File: src/core/link_ctrl_pkg.sv
package link_ctrl_pkg;
	// Register indices; the byte address is four times the index
	localparam logic [7:0] IDX_RESET_MASK = 8'h46;
	localparam logic [7:0] IDX_ALIGN = 8'h49;
	localparam logic [7:0] IDX_TEST_SYNC = 8'h4A;
	localparam logic [7:0] IDX_FORCED_K = 8'h53;
	localparam logic [7:0] IDX_STATUS = 8'h60;
	localparam int ADDR_W = 12;
	localparam int DATA_W = 32;
	localparam int REG_W = 16;
	localparam logic [15:0] REG_RESET = 16'h0000;
	// Field positions
	localparam int B_TRIG_MASK = 2;
	localparam int B_NONLINK_MASK = 1;
	localparam int B_IDLE = 15;
	localparam int B_LANE_ALIGN = 12;
	localparam int B_FRAME_ALIGN = 11;
	localparam int B_ILA_SKIP = 10;
	localparam int B_FORCE_K = 2;
	localparam int B_TEST_HI = 15;
	localparam int B_TEST_LO = 13;
	localparam int B_RESYNC = 12;
	localparam int B_RELEASE_HI = 11;
	localparam int B_RELEASE_LO = 10;
	localparam int B_PARTIAL = 8;
	localparam int B_FIRST_EVENT = 7;
	localparam int B_FORCED_K_HI = 4;
	localparam int B_STATUS_STATE_LO = 8;
	localparam int B_STATUS_SYNC = 15;
	// Octet codes before 8b/10b encoding
	localparam logic [7:0] K28_0 = 8'h1C;
	localparam logic [7:0] K28_3 = 8'h7C;
	localparam logic [7:0] K28_4 = 8'h9C;
	localparam logic [7:0] K28_5 = 8'hBC;
	localparam logic [7:0] K28_7 = 8'hFC;
	localparam logic [7:0] D21_5 = 8'hB5;
	localparam logic [15:0] IDLE_WORD = 16'hBC50;
	localparam logic [2:0] TM_NORMAL = 3'h0;
	localparam logic [2:0] TM_D21_5 = 3'h1;
	localparam logic [2:0] TM_K28_5 = 3'h2;
	localparam logic [2:0] TM_ILA = 3'h3;
	localparam logic [2:0] TM_PRBS = 3'h4;
	localparam logic [6:0] PRBS_SEED = 7'h7F;
	localparam logic [3:0] PRBS_OCTETS = 4'hF;
	localparam logic [1:0] ILA_LAST_MF = 2'h3;
	localparam int MF_OCTETS_MIN = 17;
	localparam int K_MAX = 32;
	typedef enum logic [1:0] {ST_CGS, ST_WAIT_LMFC, ST_ILA, ST_DATA} link_state_e;
	typedef struct packed {
		logic ctrl;
		logic [7:0] value;
	} tx_octet_s;
	typedef struct packed {
		logic link;
		logic divider;
		logic demod;
		logic pattern_gen;
	} phase_reset_s;
endpackage

File: src/core/serial_link_layer_control.sv
`timescale 1ns/1ns
module serial_link_layer_control import link_ctrl_pkg::*; #(
	parameter int FRAME_OCTETS = 2
) (
	input wire logic pclk,
	input wire logic presetn,
	input wire logic psel,
	input wire logic penable,
	input wire logic pwrite,
	input wire logic [ADDR_W-1:0] paddr,
	input wire logic [DATA_W-1:0] pwdata,
	output logic [DATA_W-1:0] prdata,
	output logic pready,
	output logic pslverr,
	input wire logic sync_n,
	input wire logic sysref,
	input wire logic external_transmit_trigger,
	input wire logic [7:0] in_octet,
	input wire logic in_valid,
	output logic in_ready,
	output tx_octet_s tx_octet,
	output logic tx_valid,
	input wire logic tx_ready,
	output phase_reset_s phase_reset
);
	localparam int AUTO_K = (MF_OCTETS_MIN + FRAME_OCTETS - 1) / FRAME_OCTETS;
	localparam logic [4:0] AUTO_K_MINUS1 = 5'(AUTO_K - 1);
	localparam int OCT_W = (FRAME_OCTETS > 1) ? $clog2(FRAME_OCTETS) : 1;
	localparam logic [OCT_W-1:0] OCT_LAST = OCT_W'(FRAME_OCTETS - 1);

	generate
		if (FRAME_OCTETS < 1 || FRAME_OCTETS > 16 || AUTO_K > K_MAX) begin : g_bad
			$error("FRAME_OCTETS out of range");
		end
	endgenerate

	function automatic logic [7:0] reg_index(input logic [ADDR_W-1:0] a);
		reg_index = a[9:2];
	endfunction

	function automatic logic mapped(input logic [ADDR_W-1:0] a);
		logic [7:0] i;
		i = reg_index(a);
		mapped = (a[1:0] == 2'h0) && (a[ADDR_W-1:10] == '0) &&
			(i == IDX_RESET_MASK || i == IDX_ALIGN || i == IDX_TEST_SYNC ||
			i == IDX_FORCED_K || i == IDX_STATUS);
	endfunction

	// Control fields
	logic trigger_phase_reset_mask, nonlink_reset_mask;
	logic idle_en, lane_align_en, frame_align_en, initial_alignment_skip;
	logic force_k, resync_req, partial_phase_reset_option;
	logic first_event_full_reset_option;
	logic [2:0] link_test_pattern_select;
	logic [1:0] alignment_release_edge_select;
	logic [4:0] forced_multiframe_length;
	logic [4:0] k_minus1;
	link_state_e state;
	logic sync_m, sync_s, sync_d, sref_m, sref_s, sref_d;
	logic trig_m, trig_s, trig_d;

	// APB slave: pready rises in the access phase, one wait-free answer
	logic wr_en;
	assign wr_en = psel && penable && pready && pwrite && !pslverr;

	always_ff @(posedge pclk or negedge presetn) begin
		if (!presetn) begin
			pready <= 1'b0;
			pslverr <= 1'b0;
			prdata <= '0;
		end else begin
			pready <= psel && !penable;
			pslverr <= psel && !penable && !mapped(paddr);
			if (psel && !penable) begin
				prdata <= '0;
				// Refused addresses read zero even if the index matches
				case (mapped(paddr) ? reg_index(paddr) : 8'h00)
					IDX_RESET_MASK: begin
						prdata[B_TRIG_MASK] <= trigger_phase_reset_mask;
						prdata[B_NONLINK_MASK] <= nonlink_reset_mask;
					end
					IDX_ALIGN: begin
						prdata[B_IDLE] <= idle_en;
						prdata[B_LANE_ALIGN] <= lane_align_en;
						prdata[B_FRAME_ALIGN] <= frame_align_en;
						prdata[B_ILA_SKIP] <= initial_alignment_skip;
						prdata[B_FORCE_K] <= force_k;
					end
					IDX_TEST_SYNC: begin
						prdata[B_TEST_HI:B_TEST_LO] <= link_test_pattern_select;
						prdata[B_RESYNC] <= resync_req;
						prdata[B_RELEASE_HI:B_RELEASE_LO] <=
							alignment_release_edge_select;
						prdata[B_PARTIAL] <= partial_phase_reset_option;
						prdata[B_FIRST_EVENT] <= first_event_full_reset_option;
					end
					IDX_FORCED_K: begin
						prdata[B_FORCED_K_HI:0] <= forced_multiframe_length;
					end
					IDX_STATUS: begin
						prdata[B_FORCED_K_HI:0] <= k_minus1;
						prdata[B_STATUS_STATE_LO+1:B_STATUS_STATE_LO] <= state;
						prdata[B_STATUS_SYNC] <= sync_s;
					end
					default: prdata <= '0;
				endcase
			end
		end
	end

	always_ff @(posedge pclk or negedge presetn) begin
		if (!presetn) begin
			{trigger_phase_reset_mask, nonlink_reset_mask} <= 2'h0;
			{idle_en, lane_align_en, frame_align_en} <= 3'h0;
			{initial_alignment_skip, force_k, resync_req} <= 3'h0;
			partial_phase_reset_option <= 1'b0;
			first_event_full_reset_option <= 1'b0;
			link_test_pattern_select <= TM_NORMAL;
			alignment_release_edge_select <= 2'h0;
			forced_multiframe_length <= REG_RESET[B_FORCED_K_HI:0];
		end else if (wr_en) begin
			case (reg_index(paddr))
				IDX_RESET_MASK: begin
					trigger_phase_reset_mask <= pwdata[B_TRIG_MASK];
					nonlink_reset_mask <= pwdata[B_NONLINK_MASK];
				end
				IDX_ALIGN: begin
					idle_en <= pwdata[B_IDLE];
					lane_align_en <= pwdata[B_LANE_ALIGN];
					frame_align_en <= pwdata[B_FRAME_ALIGN];
					initial_alignment_skip <= pwdata[B_ILA_SKIP];
					force_k <= pwdata[B_FORCE_K];
				end
				IDX_TEST_SYNC: begin
					link_test_pattern_select <= pwdata[B_TEST_HI:B_TEST_LO];
					resync_req <= pwdata[B_RESYNC];
					alignment_release_edge_select <=
						pwdata[B_RELEASE_HI:B_RELEASE_LO];
					partial_phase_reset_option <= pwdata[B_PARTIAL];
					first_event_full_reset_option <= pwdata[B_FIRST_EVENT];
				end
				IDX_FORCED_K: forced_multiframe_length <= pwdata[B_FORCED_K_HI:0];
				default: ;
			endcase
		end
	end

	assign k_minus1 = force_k ? forced_multiframe_length : AUTO_K_MINUS1;

	// Pin synchronisers; the second stage gives the level, the second and third stages give the edges
	always_ff @(posedge pclk or negedge presetn) begin
		if (!presetn) begin
			{sync_m, sync_s, sync_d} <= 3'b111;
			{sref_m, sref_s, sref_d} <= 3'b000;
			{trig_m, trig_s, trig_d} <= 3'b000;
		end else begin
			{sync_m, sync_s, sync_d} <= {sync_n, sync_m, sync_s};
			{sref_m, sref_s, sref_d} <= {sysref, sref_m, sref_s};
			{trig_m, trig_s, trig_d} <= {external_transmit_trigger, trig_m, trig_s};
		end
	end

	logic link_ev, trig_ev, first_armed, full_ev;
	assign link_ev = (sync_d && !sync_s) || (sref_s && !sref_d);
	assign trig_ev = trig_s && !trig_d;
	// Full reset unless a partial option applies
	assign full_ev = !partial_phase_reset_option &&
		(!first_event_full_reset_option || first_armed);

	// Arming on a write that sets the option wins over the event clearing it
	always_ff @(posedge pclk or negedge presetn) begin
		if (!presetn) begin
			first_armed <= 1'b0;
		end else if (wr_en && reg_index(paddr) == IDX_TEST_SYNC &&
				pwdata[B_FIRST_EVENT] && !first_event_full_reset_option) begin
			first_armed <= 1'b1;
		end else if (link_ev) begin
			first_armed <= 1'b0;
		end
	end

	always_ff @(posedge pclk or negedge presetn) begin
		if (!presetn) begin
			phase_reset <= '0;
		end else begin
			phase_reset.link <= (trig_ev && !trigger_phase_reset_mask) ||
				(link_ev && full_ev);
			phase_reset.divider <= (trig_ev && !trigger_phase_reset_mask) ||
				(link_ev && full_ev && !nonlink_reset_mask);
			phase_reset.demod <= (trig_ev && !trigger_phase_reset_mask) ||
				(link_ev && !nonlink_reset_mask);
			phase_reset.pattern_gen <= (trig_ev && !trigger_phase_reset_mask) ||
				(link_ev && !nonlink_reset_mask);
		end
	end

	// Two-entry skid buffer keeps every octet when the serializer stalls
	tx_octet_s next_octet, skid;
	logic skid_valid, push, buf_ready;
	assign buf_ready = !skid_valid;

	always_ff @(posedge pclk or negedge presetn) begin
		if (!presetn) begin
			tx_valid <= 1'b0;
			tx_octet <= '0;
			skid <= '0;
			skid_valid <= 1'b0;
		end else if (tx_ready || !tx_valid) begin
			if (skid_valid) begin
				tx_octet <= skid;
				skid_valid <= 1'b0;
			end else if (push) begin
				tx_octet <= next_octet;
			end
			tx_valid <= skid_valid || push;
		end else if (push) begin
			skid <= next_octet;
			skid_valid <= 1'b1;
		end
	end

	// Frame and multiframe position
	logic [OCT_W-1:0] oct_cnt;
	logic [4:0] frm_cnt;
	logic end_frame, end_mf, data_phase;
	assign end_frame = oct_cnt == OCT_LAST;
	// A shorter K takes effect at once instead of after a counter wrap
	assign end_mf = end_frame && frm_cnt >= k_minus1;
	assign data_phase = state == ST_DATA && !idle_en && !resync_req &&
		link_test_pattern_select == TM_NORMAL;
	// Output port in_ready is decoded from flops only, with no path from inputs
	assign in_ready = buf_ready && data_phase;
	assign push = buf_ready && (!data_phase || in_valid);

	always_ff @(posedge pclk or negedge presetn) begin
		if (!presetn) begin
			oct_cnt <= '0;
			frm_cnt <= '0;
		end else if (phase_reset.link) begin
			oct_cnt <= '0;
			frm_cnt <= '0;
		end else if (push) begin
			oct_cnt <= end_frame ? '0 : oct_cnt + 1'b1;
			if (end_frame) begin
				frm_cnt <= end_mf ? 5'h0 : frm_cnt + 5'h1;
			end
		end
	end

	// Link start-up sequence
	logic [1:0] ila_mf, release_cnt;
	always_ff @(posedge pclk or negedge presetn) begin
		if (!presetn) begin
			state <= ST_CGS;
			ila_mf <= 2'h0;
			release_cnt <= 2'h0;
		end else begin
			if (push && end_mf) begin
				ila_mf <= ila_mf + 2'h1;
			end
			case (state)
				ST_CGS: begin
					release_cnt <= 2'h0;
					if (sync_s && !resync_req) begin
						state <= initial_alignment_skip ? ST_DATA : ST_WAIT_LMFC;
					end
				end
				ST_WAIT_LMFC: begin
					if (push && end_mf) begin
						release_cnt <= release_cnt + 2'h1;
						if (release_cnt == alignment_release_edge_select) begin
							state <= ST_ILA;
							ila_mf <= 2'h0;
						end
					end
				end
				ST_ILA: begin
					if (push && end_mf && ila_mf == ILA_LAST_MF) begin
						state <= ST_DATA;
					end
				end
				ST_DATA: ;
				default: state <= ST_CGS;
			endcase
			// Resync or receiver request restarts start-up
			if (!sync_s || resync_req) begin
				state <= ST_CGS;
			end
		end
	end

	// Pseudo-random 120-bit pattern
	logic [6:0] lfsr;
	logic [3:0] prbs_cnt;
	always_ff @(posedge pclk or negedge presetn) begin
		if (!presetn) begin
			lfsr <= PRBS_SEED;
			prbs_cnt <= '0;
		end else if (push && link_test_pattern_select == TM_PRBS) begin
			prbs_cnt <= (prbs_cnt == PRBS_OCTETS - 4'h1) ? 4'h0 : prbs_cnt + 4'h1;
			lfsr <= (prbs_cnt == PRBS_OCTETS - 4'h1) ? PRBS_SEED :
				{lfsr[5:0], lfsr[6] ^ lfsr[5]};
		end
	end

	// Alignment history, kept on unencoded octets
	logic [7:0] prev_frame_last, prev_mf_last;
	logic ctrl_this_frame, ctrl_prev_frame;
	logic mf_hit, fr_hit;
	assign mf_hit = lane_align_en && end_mf && in_octet == prev_mf_last;
	assign fr_hit = frame_align_en && end_frame && !ctrl_prev_frame &&
		in_octet == prev_frame_last;

	always_ff @(posedge pclk or negedge presetn) begin
		if (!presetn) begin
			prev_frame_last <= '0;
			prev_mf_last <= '0;
			ctrl_this_frame <= 1'b0;
			ctrl_prev_frame <= 1'b0;
		end else if (push) begin
			if (end_frame) begin
				ctrl_prev_frame <= ctrl_this_frame || next_octet.ctrl;
				ctrl_this_frame <= 1'b0;
				if (data_phase) begin
					prev_frame_last <= in_octet;
				end
				if (data_phase && end_mf) begin
					prev_mf_last <= in_octet;
				end
			end else begin
				ctrl_this_frame <= ctrl_this_frame || next_octet.ctrl;
			end
		end
	end

	tx_octet_s ila_octet;
	always_comb begin
		ila_octet = '{ctrl: 1'b0, value: {3'h0, frm_cnt}};
		if (oct_cnt == '0 && frm_cnt == 5'h0) begin
			ila_octet = '{ctrl: 1'b1, value: K28_0};
		end else if (ila_mf == 2'h1 && oct_cnt == 1 && frm_cnt == 5'h0) begin
			ila_octet = '{ctrl: 1'b1, value: K28_4};
		end else if (end_mf) begin
			ila_octet = '{ctrl: 1'b1, value: K28_3};
		end
	end

	always_comb begin
		next_octet = '{ctrl: 1'b1, value: K28_5};
		if (idle_en) begin
			next_octet = '{ctrl: 1'b0,
				value: oct_cnt[0] ? IDLE_WORD[7:0] : IDLE_WORD[15:8]};
		end else if (link_test_pattern_select != TM_NORMAL) begin
			case (link_test_pattern_select)
				TM_D21_5: next_octet = '{ctrl: 1'b0, value: D21_5};
				TM_K28_5: next_octet = '{ctrl: 1'b1, value: K28_5};
				TM_ILA: next_octet = ila_octet;
				TM_PRBS: next_octet = '{ctrl: 1'b0, value: {lfsr, lfsr[0]}};
				default: next_octet = '{ctrl: 1'b0, value: 8'h00};
			endcase
		end else if (state == ST_ILA && !resync_req) begin
			next_octet = ila_octet;
		end else if (data_phase) begin
			next_octet = '{ctrl: 1'b0, value: in_octet};
			if (mf_hit) begin
				next_octet = '{ctrl: 1'b1, value: K28_3};
			end else if (fr_hit) begin
				next_octet = '{ctrl: 1'b1, value: K28_7};
			end
		end
	end

	AST_TRIG_MASK: assert property (
		@(posedge pclk) disable iff (!presetn)
		trig_ev && trigger_phase_reset_mask && !link_ev |=> phase_reset == '0)
		else $error("masked trigger caused a phase reset");
	AST_NONLINK: assert property (
		@(posedge pclk) disable iff (!presetn)
		link_ev && !trig_ev && nonlink_reset_mask |=>
		!phase_reset.divider && !phase_reset.demod && !phase_reset.pattern_gen)
		else $error("masked event reset non-link blocks");
	AST_PARTIAL: assert property (
		@(posedge pclk) disable iff (!presetn)
		link_ev && !trig_ev && partial_phase_reset_option && !nonlink_reset_mask
		|=> !phase_reset.link && !phase_reset.divider && phase_reset.demod)
		else $error("partial option reset wrong blocks");
	AST_IDLE: assert property (
		@(posedge pclk) disable iff (!presetn)
		idle_en && push |-> !next_octet.ctrl &&
		(next_octet.value == IDLE_WORD[15:8] ||
		next_octet.value == IDLE_WORD[7:0]))
		else $error("idle pattern not sent");
	AST_MF_ALIGN: assert property (
		@(posedge pclk) disable iff (!presetn)
		data_phase && push && mf_hit |-> next_octet == tx_octet_s'{1'b1, K28_3})
		else $error("missing K28.3 substitution");
	AST_FR_SKIP: assert property (
		@(posedge pclk) disable iff (!presetn)
		data_phase && push && end_frame && !end_mf && ctrl_prev_frame
		|-> next_octet.value == in_octet)
		else $error("frame substitution after control character");
	AST_SKIP_ILA: assert property (
		@(posedge pclk) disable iff (!presetn)
		state == ST_CGS && sync_s && !resync_req && initial_alignment_skip
		|=> state == ST_DATA || !sync_s)
		else $error("alignment sequence not skipped");
	AST_ILA_ON: assert property (
		@(posedge pclk) disable iff (!presetn)
		state == ST_CGS && sync_s && !resync_req && !initial_alignment_skip
		|=> state != ST_DATA)
		else $error("payload without alignment sequence");
	AST_RESYNC: assert property (
		@(posedge pclk) disable iff (!presetn)
		resync_req && !idle_en && link_test_pattern_select == TM_NORMAL && push
		|-> next_octet == tx_octet_s'{1'b1, K28_5})
		else $error("resync request did not send K28.5");
	COV_ILA: cover property (@(posedge pclk) disable iff (!presetn)
		state == ST_ILA ##1 state == ST_DATA);
	COV_MF: cover property (@(posedge pclk) disable iff (!presetn)
		data_phase && push && mf_hit);
	COV_STALL: cover property (@(posedge pclk) disable iff (!presetn)
		skid_valid && !tx_ready);
endmodule // serial_link_layer_control

File: config.mk
export PLATFORM = sky130hd
export DESIGN_NAME = serial_link_layer_control
export DESIGN_NICKNAME = d
export VERILOG_FILES = /design/src/core/link_ctrl_pkg.sv /design/src/core/serial_link_layer_control.sv
export SDC_FILE = /design/constraint.sdc
export NUM_CORES = 1
export LEC_CHECK = 0
export ABC_AREA = 1
export BUFFER_PORTS_ARGS = -buffer_cell sky130_fd_sc_hd__buf_2
export CAP_MARGIN = 20
export CORE_ASPECT_RATIO = 1.2
export CORE_MARGIN = 2
export CORE_UTILIZATION = 56
export CTS_CLUSTER_DIAMETER = 30
export DETAILED_ROUTE_END_ITERATION = 10
export PLACE_DENSITY_LB_ADDON = 0.15
export SLEW_MARGIN = 20
export SYNTH_ARGS = -nofsm -noshare
export SYNTH_HDL_FRONTEND = slang
export SYNTH_SLANG_ARGS = --single-unit
File: constraint.sdc
create_clock -name pclk -period 2.9 [get_ports pclk]
set_input_delay 0.58 -clock pclk [delete_from_list [all_inputs] [get_ports pclk]]
set_output_delay 0.58 -clock pclk [all_outputs]
set_load 0.03 [all_outputs]
==> impl_metrics.csv, run 1 <==
group,metric,value,unit
status,status,"completed",
critical_path,setup.worst_path.class,"flip-flop to flip-flop",
run,cap_viol_max_count,0,
global_routing,grt_pass1_vias,4709,
placed_design,place_hpwl,10000,um
route,vias,4972,
synth,synth_edf_count,0,
critical_path,cp_slowest_cell,"dfrtp_1",
layout,area.growth.synth_to_final,13.6,%
critical_path,setup.worst_path.end_class,"flip-flop",
synth,ys_async_sr_fraction,100,%
die,boundaryPins,111,
route,routed_wl,13300,um
route,wl_per_cell,13.9,um
sta,fmax,395,MHz
clock_network,postCtsHoldBufs,0,
sta,rsz0062_at_grt,"no",
synth,ys_ff_latch,110,
critical_path,critPathTopFamily,"simple AND/OR/NAND/NOR gates",
synth,yosys-top-cells-area,"dfrtp_1 43%, nand2_1 13%, inv_1 6.3%",
clock_network,clock_latency,350,ps
synth,yosysSeqAreaShare,47.0,%
die,start_util,56.8,%
sta,finalMaxSlewViolations,0,
clock_network,cts_tree,"yes",
route,firstDrtPassIters,5,
sta,min_period,2530,ps
layout,fin_util,64.5,%
clock_network,postCtsSetupBuffers,0,
pwr,finalPower,3.68,mW
synth,ys_warn_count,0,
route,antenna_left,0,
synth,synth_top_cells_by_count,"208 x nand2_1, 100 x dfrtp_1, 99 x inv_1",
critical_path,path_common_cell,"nand2_1",
die,die-width,97.6,um
critical_path,cp_num_buf_inv,2,
sta,finalWorstSetupSlack,369,ps
die,die_h,116,um
clock_network,htreeDepth,3,
sta,setup_viol,0,
die,core,0.0104,mm^2
clock_network,cts.repair.resized,0,
sta,tightest_slew,644,ps
sta,period_share,87.3,%
critical_path,crit_chain,"inv_1 > nor2_1 > ha_1 > nand2_1 > inv_1 > nand2_1 > nand3_1 > nand2_2 > nand2_1 > nor2_1 > o22ai_1 > nor3_1 > nand3_1 > nand2_1 > nand2_1",
pwr,vdd.ir_drop.worst,0.000353,V
synth,synth.most_common_cell,"nand2_1",
synth,netlist_area,0.00589,mm^2
global_routing,grt_pass1_wl,22100,um
pwr,leakage,3.57,nW
clock_network,clockBufferDepth,2,
clock_network,clk_pin_slew,70,ps
sta,slew_headroom,57.1,%
critical_path,crit_path_max_fanout,10,
critical_path,cp.required,3140,ps
route,drcViolationCount,0,
clock_network,cts-root-buf,"clkbuf_16",
global_routing,grt_max_degree,51,
synth,synth_area_leader_cell,"dfrtp_1",
global_routing,antenna_found_initial,0,
critical_path,worstPathArrival,2770,ps
route,vias_per_cell,5.21,
layout,fin_nets,896,
synth,avgSynthCellArea,7.92,um^2
pwr,p_per_area,550,mW/mm^2
clock_network,numCtsBuffers,9,
critical_path,slowest_delay,530,ps
sta,finalHoldViolCount,0,
synth,syn_inst,743,
global_routing,grt_use_total,24.4,%
placed_design,pre_cts_ws,403,ps
layout,insertedDiodeCount,0,
clock_network,cts_sinks,110,
placed_design,portBuffers,73,
hold_path,min-delay-path-class,"input pin to async pin",
placed_design,globalplace.congestion,0.868,
synth,synth_cell_types,48,
synth,synth_top_area_share,42.5,%
route,drtIter0Drc,279,
placed_design,place_area,0.00634,mm^2
synth,ys.flop_type,"dfrtp_1",
layout,final_cell_area,0.00669,mm^2
sta,final.setup_skew,6.28,ps
die,rows,41,
sta,tns,0,ps
layout,drive_gt1_share,18.2,%
global_routing,grt.overflow.total,0,
critical_path,timing.critical_path.from_type,"flip-flop",
die,die_area,0.0113,mm^2
[sequential cells by signal (all words and copies together) (netlist names), 4 cells and up, named ones only]
signal,count
forced_multiframe_length,5
tx_octet,9
skid,9
prdata,14
prev_frame_last,8
prbs_cnt,4
lfsr,7
prev_mf_last,8
frm_cnt,5
[worst paths after layout]
kind	startpoint	depth (start not counted)	end	slack, ps
worst min-delay path	presetn	1	prev_frame_last[4]	240
worst min register to register	sref_m	0	sref_s	350
worst max-delay path	force_k	15	tx_octet[4]	370
min in group pclk	sync_n	1	sync_m	320
max in group asynchronous	presetn	2	sync_d	1960
worst max register to register	force_k	15	tx_octet[4]	370
[cell type report]
type | count | area [um^2]
Multi-Input combinational cell | 512 | 2580
Clock buffer | 9 | 225
Timing Repair Buffer | 79 | 425
Sequential cell | 110 | 2770
Fill cell | 915 | 3670
Tap cell | 129 | 161
Clock inverter | 7 | 120
Inverter | 109 | 412
[cell usage in the layout, fill, tap and decap left out, types with 3 or more instances in the layout]
| cell | count |
|---|---|
| dfstp_2 | 10 |
| conb_1 | 18 |
| buf_4 | 6 |
| nand4_1 | 12 |
| o22ai_1 | 7 |
| ha_1 | 13 |
| o21ai_0 | 44 |
| a21oi_1 | 28 |
| nand3_1 | 41 |
| inv_2 | 8 |
| nand2_4 | 3 |
| nor2_1 | 53 |
| nand2_1 | 208 |
| nor3_1 | 8 |
| nor2_4 | 7 |
| o21ai_1 | 18 |
| nor2_2 | 5 |
| clkbuf_16 | 9 |
| bufinv_16 | 3 |
| xnor2_1 | 6 |
| nand2_2 | 8 |
| xor2_1 | 3 |
| inv_1 | 99 |
| dfrtp_1 | 100 |
| buf_2 | 72 |
| a22oi_1 | 6 |
[metal layers]
metal | track usage (%) | part of all wire, % | up-vias
met2 | 44.6 | 51 | 126
met4 | 8.89 | 2.3 | 0
met1 | 29.4 | 43 | 2336
met3 | 3.83 | 4.0 | 23
li1 | - | - | 2487
met5 | 0 | 0 | -
[where the power goes]
part | total (mW) | internal [mW] | switching, mW
logic | 0.590 | 0.175 | 0.415
clock network | 1.41 | 0.847 | 0.563
registers | 1.68 | 1.62 | 0.0595
[per-stage QoR]
step / hold slack (ps) / instances
floorplan: 284 / 760
global placement: 336 / 939
detailed placement: 338 / 939
CTS: 270 / 955
global route: 301 / 955
finish: 239 / 955
[logic make-up after synthesis]
group	Yosys count	synth area share [%]
simple gates	356	27.2
buf+inv	138	10.3
compound gates	114	11.0
flops	110	47.0
fa+ha+maj	13	2.76
xor+xnor	9	1.34
mux	2	0.383
other cells	1	0.0637
No activity file was read; power rests on OpenSTA's default activity.
==> run 2: changes to the inputs <==
- clock period: 2.9 -> 2.6 ns (I/O delays scaled with it)
==> impl_metrics.csv, run 2 (same netlist as run 1, synthesis figures left out) <==
group,metric,value,unit
route,routed_wl,12900,um
critical_path,cp.required,2840,ps
sta,slew_headroom,58.3,%
placed_design,globalplace.congestion,0.878,
pwr,vdd.ir_drop.worst,0.000345,V
critical_path,setup.worst_path.class,"flip-flop to flip-flop",
sta,min_period,2330,ps
placed_design,place_hpwl,9780,um
placed_design,place_area,0.00635,mm^2
global_routing,grt_max_degree,45,
route,firstDrtPassIters,5,
critical_path,slowest_delay,430,ps
critical_path,cp_slowest_cell,"dfrtp_1",
layout,largest_register,"prdata",
sta,finalHoldViolCount,0,
run,cap_viol_max_count,0,
sta,finalWorstSetupSlack,269,ps
layout,area.growth.synth_to_final,13.8,%
layout,drive_gt1_share,18.6,%
layout,layout_common_cells,"208 x nand2_1, 99 x inv_1, 99 x dfrtp_1",
critical_path,crit_chain,"nand2_1 > ha_1 > nand2_1 > inv_1 > nand2_1 > nand3_1 > nand2_4 > nand2_1 > nor2_1 > o22ai_1 > nor3_1 > nand3_1 > nand2_1 > nand2_1",
placed_design,place_inst,940,
clock_network,cts-root-buf,"clkbuf_16",
sta,finalMaxSlewViolations,0,
layout,insertedDiodeCount,0,
sta,tightest_slew,624,ps
global_routing,grt_use_total,23.3,%
clock_network,numCtsBuffers,9,
route,vias_per_cell,5.19,
die,rows,41,
placed_design,portBuffers,73,
route,drtIter0Drc,305,
layout,fin_nets,900,
layout,stdcell_count,959,
sta,tns,0,ps
clock_network,htreeDepth,3,
die,die_area,0.0113,mm^2
global_routing,grt.overflow.total,0,
clock_network,cts_sinks,110,
route,vias,4974,
route,drcViolationCount,0,
layout,reg_top3,"prdata x14, skid x9, tx_octet x9",
route,wl_per_cell,13.4,um
pwr,p_per_area,599,mW/mm^2
sta,final.setup_skew,10.0,ps
status,status,"completed",
clock_network,clk_pin_slew,70,ps
critical_path,timing.critical_path.from_type,"flip-flop",
sta,period_share,89.6,%
global_routing,grt_pass1_wl,21500,um
critical_path,worstPathArrival,2570,ps
die,start_util,56.8,%
sta,rsz0062_at_grt,"no",
die,boundaryPins,111,
hold_path,min-delay-path-class,"input pin to async pin",
sta,hold_ws,171,ps
die,die_h,116,um
clock_network,clockBufferDepth,2,
die,core,0.0104,mm^2
sta,setup_viol,0,
clock_network,postCtsHoldBufs,0,
clock_network,clock_latency,350,ps
sta,fmax,429,MHz
layout,layout_commonest_cell,"nand2_1",
critical_path,path_common_cell,"nand2_1",
layout,largest_reg_flops,14,
global_routing,grt_pass1_vias,4675,
clock_network,cts_tree,"yes",
pwr,leakage,3.59,nW
critical_path,crit_path_max_fanout,8,
placed_design,pre_cts_ws,231,ps
route,antenna_left,0,
global_routing,antenna_found_initial,0,
layout,final_cell_area,0.00670,mm^2
die,die-width,97.6,um
critical_path,setup.worst_path.end_class,"flip-flop",
==> run 2: cell types whose count changed in the layout (fill, tap and decap cells not counted), sizes merged <==
cell	previous run	this run
clkinv	3	2
clkinvlp	1	0
clkbuf	9	10
inv	109	111
bufinv	3	2
buf	79	83
==> run 2: worst paths after layout <==
kind	from	end	slack (ps)	cells past startpoint
min reg2reg	trig_m	trig_s	350	0
max reg2reg	force_k	tx_octet[4]	270	14
min in group pclk	sync_n	sync_m	260	1
max in group asynchronous	presetn	sync_d	1730	2
min	presetn	prev_frame_last[4]	170	1
max	force_k	tx_octet[4]	270	14
==> run 2: per-layer routing <==
layer  routed length (um)  GRT usage, %  up-vias  part of all wire, %
met4                  223          7.04        0                  1.7
met5                    0             0        -                    0
met3                  535          4.01       19                  4.2
li1                     -             -     2501                    -
met2                 6390          41.5      135                   50
met1                 5730          29.4     2319                   44
==> run 2: through the flow <==
step	total power, mW	util, %
4_1_cts	4.04	64.4
2_1_floorplan	2.35	-
6_report	4.01	64.7
5_1_grt	4.20	64.7
3_5_place_dp	2.56	61.3
3_3_place_gp	2.53	61.3
==> run 2: what timing repair did <==
action	CTS	global route
setup buffers	0	3
resized for setup	0	2
setup endpoints to repair	0	9
==> run 2: layout make-up <==
class / count / area, um^2
Clock buffer: 10 / 229
Clock inverter: 6 / 91.3
Fill cell: 928 / 3660
Inverter: 109 / 412
Multi-Input combinational cell: 512 / 2580
Sequential cell: 110 / 2770
Tap cell: 129 / 161
Timing Repair Buffer: 83 / 455
==> run 2: worst max-delay path: cells and delay by family (launching register included) <==
kind / cells / cell delay [ps]
buffers and inverters: 1 / 40
adders and majority gates: 1 / 300
AOI/OAI and AO/OA: 1 / 90
and+or+nand+nor: 11 / 1360
DFF: 1 / 430
==> run 2: where the power goes <==
| part | internal, mW | switching, mW |
|---|---|---|
| sequential | 1.80 | 0.0664 |
| clock | 0.854 | 0.632 |
| combinational | 0.201 | 0.456 |
